### src/logic/tape_regs_pkg.sv
// Package for the tape controller register and error flag section.
// Assumes: single 250 MHz clock, synchronous active-high reset.
package tape_regs_pkg;
  // Word and field widths
  localparam int WORD_W = 12;
  localparam int FUNC_W = 6;
  localparam int SEL_W = 3;
  localparam int FIELD_W = 3;
  // Accumulator field positions of the command word (bit 0 is the MSB)
  localparam int CMD_SEL_HI = 11;  // AC 0..2 -> [11:9]
  localparam int CMD_SEL_LO = 9;
  localparam int CMD_PAR_POS = 8;  // AC 3
  localparam int CMD_FLD_HI = 5;   // AC 6..8 -> [5:3]
  localparam int CMD_FLD_LO = 3;
  localparam int CMD_DEN5_POS = 7; // AC 4, density code bits
  localparam int CMD_DEN8_POS = 6; // AC 5
  // Function register positions (FR1..FR6 mapped to [5:0])
  localparam int FN_GO_POS = 1;    // FR5: go
  localparam int FN_FIELD_POS = 0; // FR6: continuous field stepping
  localparam int FN_TOP_HI = 5;    // FR1..FR3 decoder field
  localparam int FN_TOP_LO = 3;
  localparam int FN_LOW_W = 3;     // FR4..FR6 cleared at job done
  // Reset values
  localparam logic [11:0] WORD_RST = 12'h000;
  localparam logic [5:0] FUNC_RST = 6'h00;
  localparam logic [2:0] SEL_RST = 3'h0;
  // Transport function codes on the decoder field
  localparam logic [2:0] FN_REWIND = 3'h1;
  localparam logic [2:0] FN_WRITE = 3'h2;
  localparam logic [2:0] FN_WRITE_MARK = 3'h3;
  localparam logic [2:0] FN_READ = 3'h4;
  localparam logic [2:0] FN_READ_CMP = 3'h5;
  localparam logic [2:0] FN_SPACE_FWD = 3'h6;
  localparam logic [2:0] FN_SPACE_REV = 3'h7;
  // Data-late strobe counter width
  localparam int LATE_W = 3;
endpackage

### src/logic/word_fifo.sv
// Synchronous valid/ready FIFO for transfer words.
// Assumes one clock and synchronous active-high reset.
`timescale 1ns/1ps
module word_fifo #(
  parameter int WIDTH = 12,
  parameter int DEPTH = 16
) (
  // Clock and reset
  input wire logic clock,
  input wire logic rst,
  // Fill side
  input wire logic in_valid,
  output logic in_ready,
  input wire logic [WIDTH-1:0] in_data,
  // Drain side
  output logic out_valid,
  input wire logic out_ready,
  output logic [WIDTH-1:0] out_data
);
  localparam int AW = $clog2(DEPTH);
  logic [WIDTH-1:0] mem [DEPTH];
  logic [AW-1:0] wr_ptr;
  logic [AW-1:0] rd_ptr;
  logic [AW:0] fill;
  logic push;
  logic pop;

  // Honest full and empty from the fill count
  assign in_ready = (fill != DEPTH[AW:0]);
  assign out_valid = (fill != '0);
  assign push = in_valid && in_ready;
  assign pop = out_valid && out_ready;
  assign out_data = mem[rd_ptr];

  // Storage writes
  always_ff @(posedge clock) begin
    if (push) begin
      mem[wr_ptr] <= in_data;
    end
  end

  // Pointers and count
  always_ff @(posedge clock) begin
    if (rst) begin
      wr_ptr <= '0;
      rd_ptr <= '0;
      fill <= '0;
    end else begin
      if (push) begin
        wr_ptr <= wr_ptr + AW'(1);
      end
      if (pop) begin
        rd_ptr <= rd_ptr + AW'(1);
      end
      fill <= fill + (AW+1)'(push) - (AW+1)'(pop);
    end
  end
endmodule

### src/logic/tape_ctrl_regs.sv
// Register bank and error flags of a nine-track tape controller.
// Assumes instruction strobes and transport pulses are one-cycle,
// synchronous to clock; timing pulses arrive as enables.
`timescale 1ns/1ps
module tape_ctrl_regs #(
  parameter int WORD_W = tape_regs_pkg::WORD_W,
  parameter int FIFO_DEPTH = 16
) (
  // Clock and reset
  input wire logic clock,
  input wire logic rst,
  // Processor instruction strobes and data
  input wire logic [11:0] ac_data,
  input wire logic load_count_instr,
  input wire logic read_count_instr,
  input wire logic load_function_instr,
  input wire logic read_function_status_instr,
  input wire logic load_command_instr,
  input wire logic read_command_instr,
  input wire logic load_buffer_instr,
  input wire logic timing_pulse_four,
  input wire logic clear_everything,
  input wire logic clear_flags,
  output logic [11:0] data_bus,
  // Break cycle
  input wire logic mem_access_ack,
  input wire logic address_drive_enable,
  input wire logic field_step_pulse,
  output logic [2:0] ext_address,
  output logic field_at_max,
  // Transport side
  input wire logic longitudinal_check_strobe,
  input wire logic write_char_strobe,
  input wire logic read_char_strobe,
  input wire logic tape_mark_seen,
  input wire logic settled_down_ind,
  input wire logic unit_ready_ind,
  input wire logic seven_track_ind,
  input wire logic at_load_point,
  input wire logic at_tape_end,
  input wire logic write_locked,
  input wire logic select_error,
  input wire logic preset_pulse,
  // Other status sources gathered at job done
  input wire logic parity_error_ind,
  input wire logic length_error_ind,
  input wire logic compare_error_ind,
  input wire logic field_overflow_ind,
  // Control outputs
  output logic [2:0] held_unit_select,
  output logic unit_change_signal,
  output logic even_parity_line,
  output logic [2:0] function_bit_top,
  output logic [2:0] function_bit_low,
  output logic go_strobe,
  output logic controller_busy_flag,
  output logic job_done_flag,
  output logic count_overflow_flag,
  output logic error_flag,
  output logic illegal_function_flag,
  output logic data_late_flag,
  // Word stream through the buffer
  input wire logic word_in_valid,
  output logic word_in_ready,
  input wire logic [WORD_W-1:0] word_in_data,
  output logic word_out_valid,
  input wire logic word_out_ready,
  output logic [WORD_W-1:0] word_out_data
);
  logic [WORD_W-1:0] transfer_count;
  logic [5:0] function_select;
  logic [11:0] command_word;
  logic [2:0] field_count;
  logic count_step_pulse;
  logic count_step_q;
  logic field_step_q;
  logic count_msb_q;
  logic [2:0] fn_code;
  logic space_op;
  logic rw_op;
  logic write_op;
  logic density_five_ind;
  logic bad_density;
  logic illegal_now;
  logic end_status;
  logic [tape_regs_pkg::LATE_W-1:0] late_count;
  logic late_stage_b_q;
  logic last_was_write;
  logic [2:0] last_write_unit;
  logic done_event;

  // Decode helper: is a transport code a space operation
  function automatic logic is_space(input logic [2:0] code);
    is_space = (code == tape_regs_pkg::FN_SPACE_FWD) ||
               (code == tape_regs_pkg::FN_SPACE_REV);
  endfunction

  // Decode helper: is a transport code a write of any kind
  function automatic logic is_write(input logic [2:0] code);
    is_write = (code == tape_regs_pkg::FN_WRITE) ||
               (code == tape_regs_pkg::FN_WRITE_MARK);
  endfunction

  // Function field decode
  assign fn_code = function_select[tape_regs_pkg::FN_TOP_HI:
                                   tape_regs_pkg::FN_TOP_LO];
  assign function_bit_top = fn_code;
  assign function_bit_low = function_select[2:0];
  assign space_op = is_space(fn_code);
  assign write_op = is_write(fn_code);
  assign rw_op = !space_op && (fn_code != tape_regs_pkg::FN_REWIND) &&
                 (fn_code != 3'h0);
  assign density_five_ind = command_word[tape_regs_pkg::CMD_DEN5_POS];
  assign bad_density = !command_word[tape_regs_pkg::CMD_DEN8_POS];
  assign go_strobe = load_function_instr &&
                     ac_data[tape_regs_pkg::FN_GO_POS];

  // Count step source: ack in read/write, check strobe in space
  assign count_step_pulse = controller_busy_flag &&
    ((rw_op && mem_access_ack) ||
     (space_op && longitudinal_check_strobe && !tape_mark_seen));

  // Job done occurs at the check strobe while busy
  assign done_event = controller_busy_flag && longitudinal_check_strobe;

  // Step input history, falling edge sampled on the clock
  always_ff @(posedge clock) begin
    if (rst) begin
      count_step_q <= 1'b0;
      field_step_q <= 1'b0;
    end else begin
      count_step_q <= count_step_pulse;
      field_step_q <= field_step_pulse;
    end
  end

  // Word count register: load, then count on falling step edge
  always_ff @(posedge clock) begin
    if (rst || clear_everything) begin
      transfer_count <= tape_regs_pkg::WORD_RST;
    end else if (load_count_instr) begin
      transfer_count <= ac_data;
    end else if (count_step_q && !count_step_pulse) begin
      transfer_count <= transfer_count + WORD_W'(1);
    end
  end

  // Overflow flag on the count MSB falling
  always_ff @(posedge clock) begin
    if (rst || clear_everything) begin
      count_msb_q <= 1'b0;
      count_overflow_flag <= 1'b0;
    end else begin
      count_msb_q <= transfer_count[WORD_W-1];
      if (count_msb_q && !transfer_count[WORD_W-1]) begin
        count_overflow_flag <= 1'b1;
      end else if (load_count_instr || clear_flags) begin
        count_overflow_flag <= 1'b0;
      end
    end
  end

  // Function register, low bits cleared at job done
  always_ff @(posedge clock) begin
    if (rst || clear_everything) begin
      function_select <= tape_regs_pkg::FUNC_RST;
    end else if (load_function_instr && !controller_busy_flag) begin
      function_select <= ac_data[5:0];
    end else if (done_event) begin
      function_select[2:0] <= '0;
    end
  end

  // Job done flag
  always_ff @(posedge clock) begin
    if (rst || clear_everything) begin
      job_done_flag <= 1'b0;
    end else if (done_event) begin
      job_done_flag <= 1'b1;
    end else if (go_strobe || clear_flags) begin
      job_done_flag <= 1'b0;
    end
  end

  // Controller busy
  always_ff @(posedge clock) begin
    if (rst || clear_everything) begin
      controller_busy_flag <= 1'b0;
    end else if (go_strobe && timing_pulse_four &&
                 !controller_busy_flag) begin
      controller_busy_flag <= 1'b1;
    end else if (done_event) begin
      controller_busy_flag <= 1'b0;
    end
  end

  // Command register and field counter
  always_ff @(posedge clock) begin
    if (rst || clear_everything) begin
      command_word <= tape_regs_pkg::WORD_RST;
      field_count <= '0;
    end else if (load_command_instr && !controller_busy_flag) begin
      command_word <= ac_data;
      field_count <= ac_data[tape_regs_pkg::CMD_FLD_HI:
                             tape_regs_pkg::CMD_FLD_LO];
    end else if (field_step_q && !field_step_pulse &&
                 function_select[tape_regs_pkg::FN_FIELD_POS]) begin
      field_count <= field_count + 3'h1;
    end
  end

  // Field counter and parity outputs
  assign field_at_max = (field_count == 3'h7);
  assign ext_address = address_drive_enable ? field_count : 3'h0;
  assign even_parity_line =
    !command_word[tape_regs_pkg::CMD_PAR_POS];

  // Held unit select follows once the old unit settles
  assign unit_change_signal = command_word[tape_regs_pkg::CMD_SEL_HI:
    tape_regs_pkg::CMD_SEL_LO] != held_unit_select;
  always_ff @(posedge clock) begin
    if (rst) begin
      held_unit_select <= tape_regs_pkg::SEL_RST;
    end else if (unit_change_signal && settled_down_ind) begin
      held_unit_select <= command_word[tape_regs_pkg::CMD_SEL_HI:
                                       tape_regs_pkg::CMD_SEL_LO];
    end
  end

  // Remember whether the last started job was a write, and its unit, for read-after-write checks
  always_ff @(posedge clock) begin
    if (rst || clear_everything) begin
      last_was_write <= 1'b0;
      last_write_unit <= '0;
    end else if (go_strobe && !controller_busy_flag) begin
      last_was_write <= is_write(ac_data[5:3]);
      last_write_unit <= held_unit_select;
    end
  end

  // Illegal function detection on the go strobe, on loads while busy, or on the preset pulse
  always_comb begin
    illegal_now = 1'b0;
    if ((load_command_instr || load_function_instr || load_buffer_instr) &&
        controller_busy_flag) begin
      illegal_now = 1'b1;
    end
    if (go_strobe && !controller_busy_flag) begin
      if (bad_density) begin
        illegal_now = 1'b1;
      end
      if (at_load_point && (ac_data[5:3] == tape_regs_pkg::FN_SPACE_REV ||
                            ac_data[5:3] == tape_regs_pkg::FN_REWIND)) begin
        illegal_now = 1'b1;
      end
      if (last_was_write && last_write_unit == held_unit_select &&
          (ac_data[5:3] == tape_regs_pkg::FN_READ ||
           ac_data[5:3] == tape_regs_pkg::FN_READ_CMP ||
           ac_data[5:3] == tape_regs_pkg::FN_SPACE_FWD)) begin
        illegal_now = 1'b1;
      end
    end
    if (preset_pulse && unit_change_signal && !unit_ready_ind) begin
      illegal_now = 1'b1;
    end
    if (preset_pulse && write_op && write_locked) begin
      illegal_now = 1'b1;
    end
  end

  // Illegal function flag, set wins over clear
  always_ff @(posedge clock) begin
    if (rst) begin
      illegal_function_flag <= 1'b0;
    end else if (illegal_now) begin
      illegal_function_flag <= 1'b1;
    end else if (clear_flags || clear_everything) begin
      illegal_function_flag <= 1'b0;
    end
  end

  // Data late strobe counter, cleared by access ack
  always_ff @(posedge clock) begin
    if (rst || mem_access_ack) begin
      late_count <= '0;
    end else if (write_char_strobe || read_char_strobe) begin
      late_count <= {late_count[1:0], 1'b1};
    end
  end

  // Data late flag from the second stage rising
  always_ff @(posedge clock) begin
    if (rst) begin
      late_stage_b_q <= 1'b0;
      data_late_flag <= 1'b0;
    end else begin
      late_stage_b_q <= late_count[1];
      if (space_op || clear_flags || clear_everything ||
          (tape_mark_seen && rw_op)) begin
        data_late_flag <= 1'b0;
      end else if (late_count[1] && !late_stage_b_q &&
                   !seven_track_ind && !density_five_ind) begin
        data_late_flag <= 1'b1;
      end
    end
  end

  // Conditions sampled when the job finishes
  assign end_status = at_tape_end || at_load_point || data_late_flag ||
    parity_error_ind || length_error_ind || field_overflow_ind ||
    compare_error_ind || tape_mark_seen;

  // Main error flag
  always_ff @(posedge clock) begin
    if (rst) begin
      error_flag <= 1'b0;
    end else if (illegal_now || select_error) begin
      error_flag <= 1'b1;
    end else if ((done_event || job_done_flag) && end_status) begin
      error_flag <= 1'b1;
    end else if (clear_flags || clear_everything) begin
      error_flag <= 1'b0;
    end
  end

  // Data bus read multiplexer, registered
  always_ff @(posedge clock) begin
    if (rst) begin
      data_bus <= tape_regs_pkg::WORD_RST;
    end else if (read_count_instr) begin
      data_bus <= transfer_count;
    end else if (read_command_instr) begin
      data_bus <= {command_word[11:6], field_count,
                   command_word[2:0]};
    end else if (read_function_status_instr) begin
      data_bus <= {function_select, controller_busy_flag, job_done_flag,
                   count_overflow_flag, illegal_function_flag,
                   data_late_flag, error_flag};
    end else begin
      data_bus <= tape_regs_pkg::WORD_RST;
    end
  end

  // Transfer word buffer between tape and memory sides
  word_fifo #(
    .WIDTH(WORD_W),
    .DEPTH(FIFO_DEPTH)
  ) u_word_fifo (
    .clock(clock),
    .rst(rst),
    .in_valid(word_in_valid),
    .in_ready(word_in_ready),
    .in_data(word_in_data),
    .out_valid(word_out_valid),
    .out_ready(word_out_ready),
    .out_data(word_out_data)
  );
endmodule

### config.mk
export PLATFORM = sky130hd
export DESIGN_NAME = tape_ctrl_regs
export DESIGN_NICKNAME = d
export VERILOG_FILES = /design/src/logic/tape_regs_pkg.sv /design/src/logic/word_fifo.sv /design/src/logic/tape_ctrl_regs.sv
export SDC_FILE = /design/constraint.sdc
export NUM_CORES = 1
export LEC_CHECK = 0
export BUFFER_PORTS_ARGS = -buffer_cell sky130_fd_sc_hd__buf_2
export CORE_MARGIN = 5
export CORE_UTILIZATION = 35
export CTS_CLUSTER_DIAMETER = 40
export CTS_CLUSTER_SIZE = 8
export DETAILED_ROUTE_END_ITERATION = 6
export PLACE_DENSITY_LB_ADDON = 0.2
export SLEW_MARGIN = 10
export SYNTH_ARGS = -nofsm -noshare
export SYNTH_HDL_FRONTEND = slang
export SYNTH_HIERARCHICAL = 1
export SYNTH_SLANG_ARGS = --single-unit
### constraint.sdc
create_clock -name clock -period 8.73 [get_ports clock]
set_clock_uncertainty 0.2 [all_clocks]
set_input_delay 0 -clock clock [delete_from_list [all_inputs] [get_ports clock]]
set_output_delay 0 -clock clock [all_outputs]
set_load 0.02 [all_outputs]
Word-level counts from Yosys, hierarchy flattened --
Memories as Yosys holds them, arrays and structs flattened. A register that Yosys moved wholly into a read port is not among the register bits. Cells that the tools add are included.
Storage, ports and cells: memories 1, memory bits (writable) 192, input port bits 57, output and inout bits 48, bits in registers 77, logic and storage cells 159
Memory list:
- u_word_fifo.mem | words 16, width 12, read ports 1, clocked after Yosys merged registers in 1, wr ports 1, line word_fifo.sv:21 | logic [WIDTH-1:0] mem [DEPTH];
Cells by class: muxes and demuxes 31, reductions and logical operators 82, eq/ne operators 16, add/subtract/negate cells 6
Operators by type and width (number):
- 12-bit two-way mux | 5
- 1-bit logical AND | 33
- 1-bit logical OR | 27
- 3-bit equality test (second input constant) | 7
- 1-bit two-way mux | 19
- 3-bit two-way mux | 5
- 2-bit nonzero test | 7
- 12-bit by 1-bit adder with 12-bit output (second input constant) | 1
- 3-bit by 2-bit equality test with 1-bit output (second input constant) | 4
- 1-bit logical NOT | 11
- 4-bit by 1-bit adder with 4-bit output (second input constant) | 2
- 4-bit two-way mux | 2
- 3-bit nonzero test | 2
- 5-bit by 1-bit adder with 5-bit output | 1
- 5-bit inequality test (second input constant) | 1
- 5-bit nonzero test | 1
- 5-bit by 1-bit subtractor with 5-bit output | 1
- 3-bit by 1-bit adder with 3-bit output (second input constant) | 1
- 3-bit by 1-bit equality test with 1-bit output (second input constant) | 1
- 3-bit equality test | 1
- 3-bit by 1-bit inequality test with 1-bit output (second input constant) | 1
- 3-bit inequality test | 1
- 2-bit OR reduction | 1

Longest topological paths before layout --
Gate-level depths: netlist of the first run.
depth after elaboration 12, gate-level depth with buffers 15, mapped depth without buffers 14

Cells and area by module --
Netlist of the first run, hierarchy kept.
By module, submodules not included:
- word_fifo | area each 8186.6 um2, times used 1, cells each 404
- tape_ctrl_regs | area each 2790.2 um2, times used 1, cells each 341

Least setup slack after synthesis of the first run --
OpenSTA, ideal clock, no wires.
path kind flip-flop to flip-flop, start point register u_word_fifo.fill[2], end point memory u_word_fifo.mem[1][0] (enable), cell stages (with the launch flop) 7, library setup time 412 ps, data arrival time 2329 ps, setup slack 5789 ps, cells stage by stage dfxtp_1 > inv_1 > ha_1 > nand4bb_1 > nand2_1 > buf_2 > nor4_1
On the way: word-level cells in the longest chain between the ends 4
Ends and longest elaborated chain:
- start: declaration | line word_fifo.sv:24 | logic [AW:0] fill;
- start signal: assignment | line word_fifo.sv:55 | fill <= fill + (AW+1)'(push) - (AW+1)'(pop);
- 5-bit inequality test | line word_fifo.sv:29 | assign in_ready = (fill != DEPTH[AW:0]);
- via word_in_ready | line tape_ctrl_regs.sv:64 | output logic word_in_ready,
- 1-bit logical AND | line word_fifo.sv:31 | assign push = in_valid && in_ready;
- 1-bit two-way mux | line word_fifo.sv:37 | if (push) begin
- 1-bit two-way mux (not written as such) | line word_fifo.sv:38 | mem[wr_ptr] <= in_data;
- end: declaration | line word_fifo.sv:21
The timed path passes the listed nets, and every way through them passes these cells.

Worst setup path in the final report of the first run --
start point register function_select[5], end point register illegal_function_flag
On the way: word-level cells in the longest chain between the ends 6, elaborated cells on any way between the ends 8, those cells by class eq/ne (2); mux (2); reduce/logical (4)
Ends and longest elaborated chain:
- start: declaration | line tape_ctrl_regs.sv:71 | logic [5:0] function_select;
- start signal: assignment | line tape_ctrl_regs.sv:166 | function_select <= tape_regs_pkg::FUNC_RST;
- start signal: assignment | line tape_ctrl_regs.sv:168 | function_select <= ac_data[5:0];
- 3-bit by 2-bit equality test with 1-bit output, on equally long branches | line tape_ctrl_regs.sv:100, tape_ctrl_regs.sv:101
- 1-bit logical OR * | line tape_ctrl_regs.sv:100 | is_write = (code == tape_regs_pkg::FN_WRITE) ||
- 1-bit logical AND * (2 in a row) | line tape_ctrl_regs.sv:266 | if (preset_pulse && write_op && write_locked) begin
- 1-bit two-way mux * | line tape_ctrl_regs.sv:266
- 1-bit two-way mux / 2-bit nonzero test (equally long branches)
- end signal: assignment | line tape_ctrl_regs.sv:274 | illegal_function_flag <= 1'b0;
- end signal: assignment | line tape_ctrl_regs.sv:276 | illegal_function_flag <= 1'b1;
- end signal: assignment | line tape_ctrl_regs.sv:278 | illegal_function_flag <= 1'b0;
- end: declaration | line tape_ctrl_regs.sv:60 | output logic illegal_function_flag,
Every way passes the cells marked *; elsewhere a longest branch is shown, timed or not. A chain may end at the register's enable or synchronous reset.

==> qor.txt, run 1 <==
Status - finished, final reports clean
Die W - 187.1 um
Simple-Gate Fraction of Synth Area - 0.09176
Area grow syn2layout - 28.93%
CTS root buffer - clkbuf_16
CP startpoint kind - flop
Avg Inst Size Synth - 14.73 sq um
Nets - 1025
GR Overflow Total - 0
CTS Buf Count - 46
VDD IR max - 126.9 uV
End of the worst register-to-register path - illegal_function_flag$_SDFFE_PP0P_
DRT Pass-1 Iters - 4
Final core occ - 0.4602
F_max - 0.3109 GHz
Post-CTS setup buffer count - 0
Post-Syn Instances - 745
RSZ-0062 raised after global routing - false
Vias in the first global route - 7322
Tcrit/Tclk final - 0.3684
Max_cap viols - 0
Post-DP HPWL - 16400 um
CP max FO - 9
Dominant synthesized flop cell - edfxtp_1
Count of pins over their slew limit - 0
Worst-case reg-to-reg path depth - 7
Final setup fails - 0
Data arrival, critical path - 3.43 ns
Yosys warns - 6
Initial Util - 0.3570
Post-synth EDFFs - 192
Actual slew at the worst max-slew pin - 1.194 ns
R2R setup slack - 5.51 ns
Skew-Pair Late Insertion Delay - 0.53 ns
Post-synthesis mux area share - 0.1136
Post-Syn Area - 10980 sq um
Syn_nets - 817
Xor and xnor fraction of the mapped netlist area - 0.01995
Global Route Usage Sum - 0.1498
FF-to-FF Start - function_select[5]$_SDFFE_PP0P_
Via count - 6940
Sequential area share after synthesis - 0.6675
Port bufs - 104
Die height - 187.1 um
Largest net degree at the start of global routing - 49
DR WL/cell - 19.13 um
CTS resizes - 0
Setup TNS - 0 ns
Die ar. - 35000 sq um
CP startpoint - function_select[5]$_SDFFE_PP0P_
Commonest non-fill, non-tap cell in the layout - edfxtp_1
#FFs+latches synth - 270
Power Density - 263.4 nW/um^2
Layout cells sized above 1 - 0.2266
Average vias per placed instance - 5.029
Total wire length - 26400 um
# IOs - 105
Remaining DRCs - 0
CTS Buffer Depth - 3
Adder-cell area share of the yosys netlist - 0.01778
H-tree depth - 2
Distinct cells, synth - 52
CTS tree - yes
Core area - 30750 sq um
Fillers - 2786
Number of antenna diodes - 0
Reg clk slew, reported paths - 0.05 ns
CTS Hold Bufs - 85
Final Hold Fails - 0
Final min period - 3.216 ns
Synth async-reset ratio - 0
First-pass GRT wire length - 41520 um
Initial antenna violation count - 0
Post-synthesis compound-gate area fraction - 0.06349
CP Class - flop to flop
Gpl congestion - 0.7811
Hold slack - 0.1263 ns
Crit. End Element - flop
CTS Sinks - 270
Commonest cells after routing, fill and taps aside - 192 x edfxtp_1, 104 x buf_2, 85 x dlygate4sd3_1
ANT nets after route - 0
Slew margin rel. - 0.2024
Largest family of logic cells by synthesized area - multiplexers
Crit path to - illegal_function_flag$_SDFFE_PP0P_
Drt initial violations - 370
Hold Crit Class - input pin to flop
WP data required - 8.94 ns
Row count - 64
Leak - 0.005134 uW
[layer usage]
layer  vias to the layer above  wire, um  GRT usage
met5                         -         0          0
met2                       175     13040     0.2567
li1                       3268         -          -
met1                      3456     11620     0.1939
met4                         0       557    0.04579
met3                        41      1180    0.02800
[logic make-up (layout without fill, tap and decap cells)]
| family | Yosys count | after routing |
|---|---|---|
| adder cells (fa/ha/maj) | 15 | 15 |
| XOR/XNOR | 25 | 25 |
| flip-flops | 270 | 270 |
| buffers and inverters | 60 | 299 |
| multiplexers | 59 | 59 |
| AO/OA/AOI/OAI | 117 | 117 |
| AND/OR/NAND/NOR | 199 | 199 |
[state kept, by name, indices dropped and copies added, names as in the netlist, 4 cells and up, named ones only]
signal / cells
u_word_fifo/rd_ptr: 4
function_select: 6
command_word: 9
transfer_count: 12
u_word_fifo/mem: 192
u_word_fifo/fill: 5
data_bus: 12
u_word_fifo/wr_ptr: 4
[stage by stage]
step                      power [uW]  area (sq um)  cells  setup WS (ns)
after floorplan                 1954         10980    745          5.789
after CTS                       3786         14150   1380          5.598
after detailed placement        2125         11890   1216          5.737
after global routing            3907         14150   1380          5.398
final                           3728         14150   1380          5.514
after global placement          2124         11890   1216          5.754
[critical path, cell delays in order, from the launching register on]
cell and delay, ns:
dfxtp_1 0.51, and3b_1 0.22, o21ai_0 0.18, dlygate4sd3_1 0.58
o21a_1 0.17, dlygate4sd3_1 0.58, a31oi_1 0.07, dlygate4sd3_1 0.59
[cell type report]
cell class / instances / area, sq um / share of cell area
Clock buffer: 64 / 1280 / 0.09044
Clock inverter: 15 / 128.9 / 0.009106
Tap cell: 396 / 495.5 / 0.03501
Multi-Input combinational cell: 415 / 3391 / 0.2396
Inverter: 21 / 78.83 / 0.005570
Sequential cell: 270 / 7332 / 0.5181
Timing Repair Buffer: 199 / 1446 / 0.1022
[power breakdown]
part	switching, uW	leakage (uW)	internal (uW)	total (uW)
registers	80.0	0.00237	1440	1520
clock network	568	0.000686	1040	1610
logic	302	0.00208	299	601
[synth_stat cells (14+ instances only)]
master    number  area, sq um
nand3b_1      14        105.1
xor2_1        16        140.1
nor2_1        44        165.2
nand3_1       20        100.1
a21oi_1       58        290.3
inv_1         20        75.07
nand2_1       55        206.5
ha_1          14        175.2
clkbuf_1      25        93.84
a22oi_1       25        187.7
mux4_2        33        743.2
mux4_1        15        394.1
dfxtp_1       78         1562
edfxtp_1     192         5766
o21ai_0       15        75.07
[worst min-delay path by stage]
stage	slack [ns]	from	to	cells after the start
after detailed placement	0.02	clear_flags	data_late_flag$_SDFFE_PP0P_	2
after global placement	0.01	clear_flags	data_late_flag$_SDFFE_PP0P_	2
final	0.13	settled_down_ind	held_unit_select[1]$_SDFFE_PP0P_	4
after floorplan	-0.13	rst	u_word_fifo/wr_ptr[3]$_SDFFE_PP0P_	1
after CTS	0.11	settled_down_ind	held_unit_select[1]$_SDFFE_PP0P_	4
after global routing	0.15	settled_down_ind	held_unit_select[1]$_SDFFE_PP0P_	4
Power figures use the tool's default switching activity.
==> run 2, diff against run 1 <==
Settings changed: ABC_AREA from default to 1.
Clock period 8.73 ns to 3.3 ns, I/O delays scaled along.
==> run 2 against run 1 <==
Non-clock buffer count up 8. Design area up 8.7%. Register-to-register slack worse by 4.9 ns. Final cell count up 47%. Die area up 10%. First-iteration DRC count up 47%. Core utilization down 1.3 points. Setup slack worse by 4.9 ns. Fmax up 20%. Wire length up 22%. Largest cell class unchanged. Highest routed layer unchanged.
==> qor.txt, run 2 <==
Crit. End Element - flop
GR Overflow Total - 0
Setup TNS - 0 ns
Commonest non-fill, non-tap cell in the layout - nand2_1
Final setup fails - 0
DR WL/cell - 15.80 um
Biggest regs - u_word_fifo/mem (192), data_bus (12), transfer_count (12)
CTS Buffer Depth - 3
Tcrit/Tclk final - 0.8134
Layout cells sized above 1 - 0.1368
VDD IR max - 314.6 uV
Post-CTS setup buffer count - 0
CTS root buffer - clkbuf_16
Global Route Usage Sum - 0.1672
Power Density - 672.1 nW/um^2
Fillers - 3309
Die W - 196.2 um
F_max - 0.3726 GHz
Post-Syn Area - 12130 sq um
Nets - 1620
Most frequent cell on the critical path - dlygate4sd3_1
Final Hold Fails - 0
CP peak stage delay - 0.60 ns
Post-synth EDFFs - 192
Max_cap viols - 0
Dominant cell type by area after synthesis - edfxtp_1
Slew margin rel. - 0.3526
Multi-input logic area - 3689 sq um
Average vias per placed instance - 4.664
DRT Pass-1 Iters - 5
Area grow syn2layout - 26.82%
H-tree depth - 2
CTS Sinks - 270
Final instance area - 15390 sq um
Hold slack - 0.1067 ns
CTS resizes - 0
Largest Register - u_word_fifo/mem
Synth cell count leaders - 373 x nand2_1, 220 x inv_1, 192 x edfxtp_1
Placed Area - 13190 sq um
Initial antenna violation count - 0
Core area - 34370 sq um
Setup slack at placement - 0.6805 ns
Total wire length - 32140 um
Synth async-reset ratio - 0
Die ar. - 38490 sq um
Post-DP HPWL - 20430 um
CP startpoint kind - flop
Status - finished, final reports clean
Post-Syn Instances - 1343
Number of flip-flops in the largest register - 192
Drt initial violations - 545
#FFs+latches synth - 270
Data arrival, critical path - 2.90 ns
Sequential area share after synthesis - 0.6039
Syn_nets - 1415
Reg clk slew, reported paths - 0.05 ns
CP max FO - 8
Number of antenna diodes - 0
Port bufs - 104
CP Class - flop to flop
ANT nets after route - 0
Distinct cells, synth - 33
Vias in the first global route - 9282
Largest net degree at the start of global routing - 97
Remaining DRCs - 0
Leak - 0.006775 uW
Hold Crit Class - input pin to flop
CTS tree - yes
Dominant synthesized flop cell - edfxtp_1
Initial Util - 0.3530
Avg Inst Size Synth - 9.034 sq um
Die height - 196.2 um
Commonest cells after routing, fill and taps aside - 373 x nand2_1, 220 x inv_1, 192 x edfxtp_1
Yosys warns - 6
RSZ-0062 raised after global routing - false
Skew-Pair Late Insertion Delay - 0.54 ns
Top cells by area, synth - edfxtp_1 48%, dfxtp_1 13%, nand2_1 12%
CP Cell Sequence - nor2_1 -> inv_1 -> nand3_1 -> dlygate4sd3_1 -> a21oi_1 -> dlygate4sd3_1
Gpl congestion - 0.8421
Final min period - 2.684 ns
Top-count cell post-synth - nand2_1
CP max-delay cell - dlygate4sd3_1
Actual slew at the worst max-slew pin - 0.9700 ns
CTS Hold Bufs - 75
CTS Buf Count - 47
# IOs - 105
Count of pins over their slew limit - 0
Row count - 68
First-pass GRT wire length - 51270 um
Via count - 9486
WP data required - 3.52 ns
Setup ws final - 0.6159 ns
Seq. cell area - 7332 sq um
Top cell type's share of synthesized area - 0.4752
-- run 2: area by class of cell --
type	instances	share of cell area
Multi-Input combinational cell	799	0.2397
Timing Repair Buffer	207	0.09790
Inverter	223	0.05481
Clock buffer	64	0.08188
Tap cell	455	0.03700
Clock inverter	16	0.01220
Sequential cell	270	0.4765
-- run 2: metal layers --
metal / GRT usage / vias up / wire length (um)
met5: 0 / - / 0
met4: 0.05224 / 0 / 834
met3: 0.02490 / 55 / 1286
met2: 0.2905 / 202 / 15860
met1: 0.2157 / 4473 / 14170
li1: - / 4756 / -
-- run 2: worst max-delay path: cells and delay by family (launching register included) --
kind,cells,cell delay [ns]
flip-flops,1,0.38
buffers and inverters,3,1.33
AND/OR/NAND/NOR,2,0.59
AO/OA/AOI/OAI,1,0.06
-- run 2: through the flow --
stage | utilization | cells | total power (uW)
floorplan | - | 1343 | 5319
global placement | 0.3837 | 1879 | 5921
detailed placement | 0.3837 | 1879 | 5929
CTS | 0.4477 | 2034 | 10470
global route | 0.4477 | 2034 | 10880
finish | 0.4477 | 2034 | 10340
-- run 2: where the power goes --
part           switching, uW  internal, uW  leakage (uW)  total [uW]
Sequential               123          3800       0.00237        3920
Clock                   1550          2880      0.000689        4420
Combinational           1330           668       0.00371        1990
-- run 2: cells by family (layout without fill, tap and decap cells) --
logic type | after synthesis | in the layout | synth area share
simple gates | 671 | 671 | 0.2345
buf+inv | 274 | 510 | 0.09209
compound gates | 102 | 102 | 0.04548
flops | 270 | 270 | 0.6039
fa+ha+maj | 15 | 15 | 0.01609
xor+xnor | 11 | 11 | 0.007940
-- run 2: worst paths after layout --
check	slack [ns]	cells past startpoint	end	from
setup reg to reg	0.62	6	function_select[0]$_SDFFE_PP0P_	controller_busy_flag$_SDFFE_PP0P_
hold / removal	0.11	4	function_select[2]$_SDFFE_PP0P_	ac_data[2]
setup / recovery	0.62	6	function_select[0]$_SDFFE_PP0P_	controller_busy_flag$_SDFFE_PP0P_
hold reg to reg	0.25	2	count_overflow_flag$_SDFFE_PP0P_	count_msb_q$_SDFF_PP0_
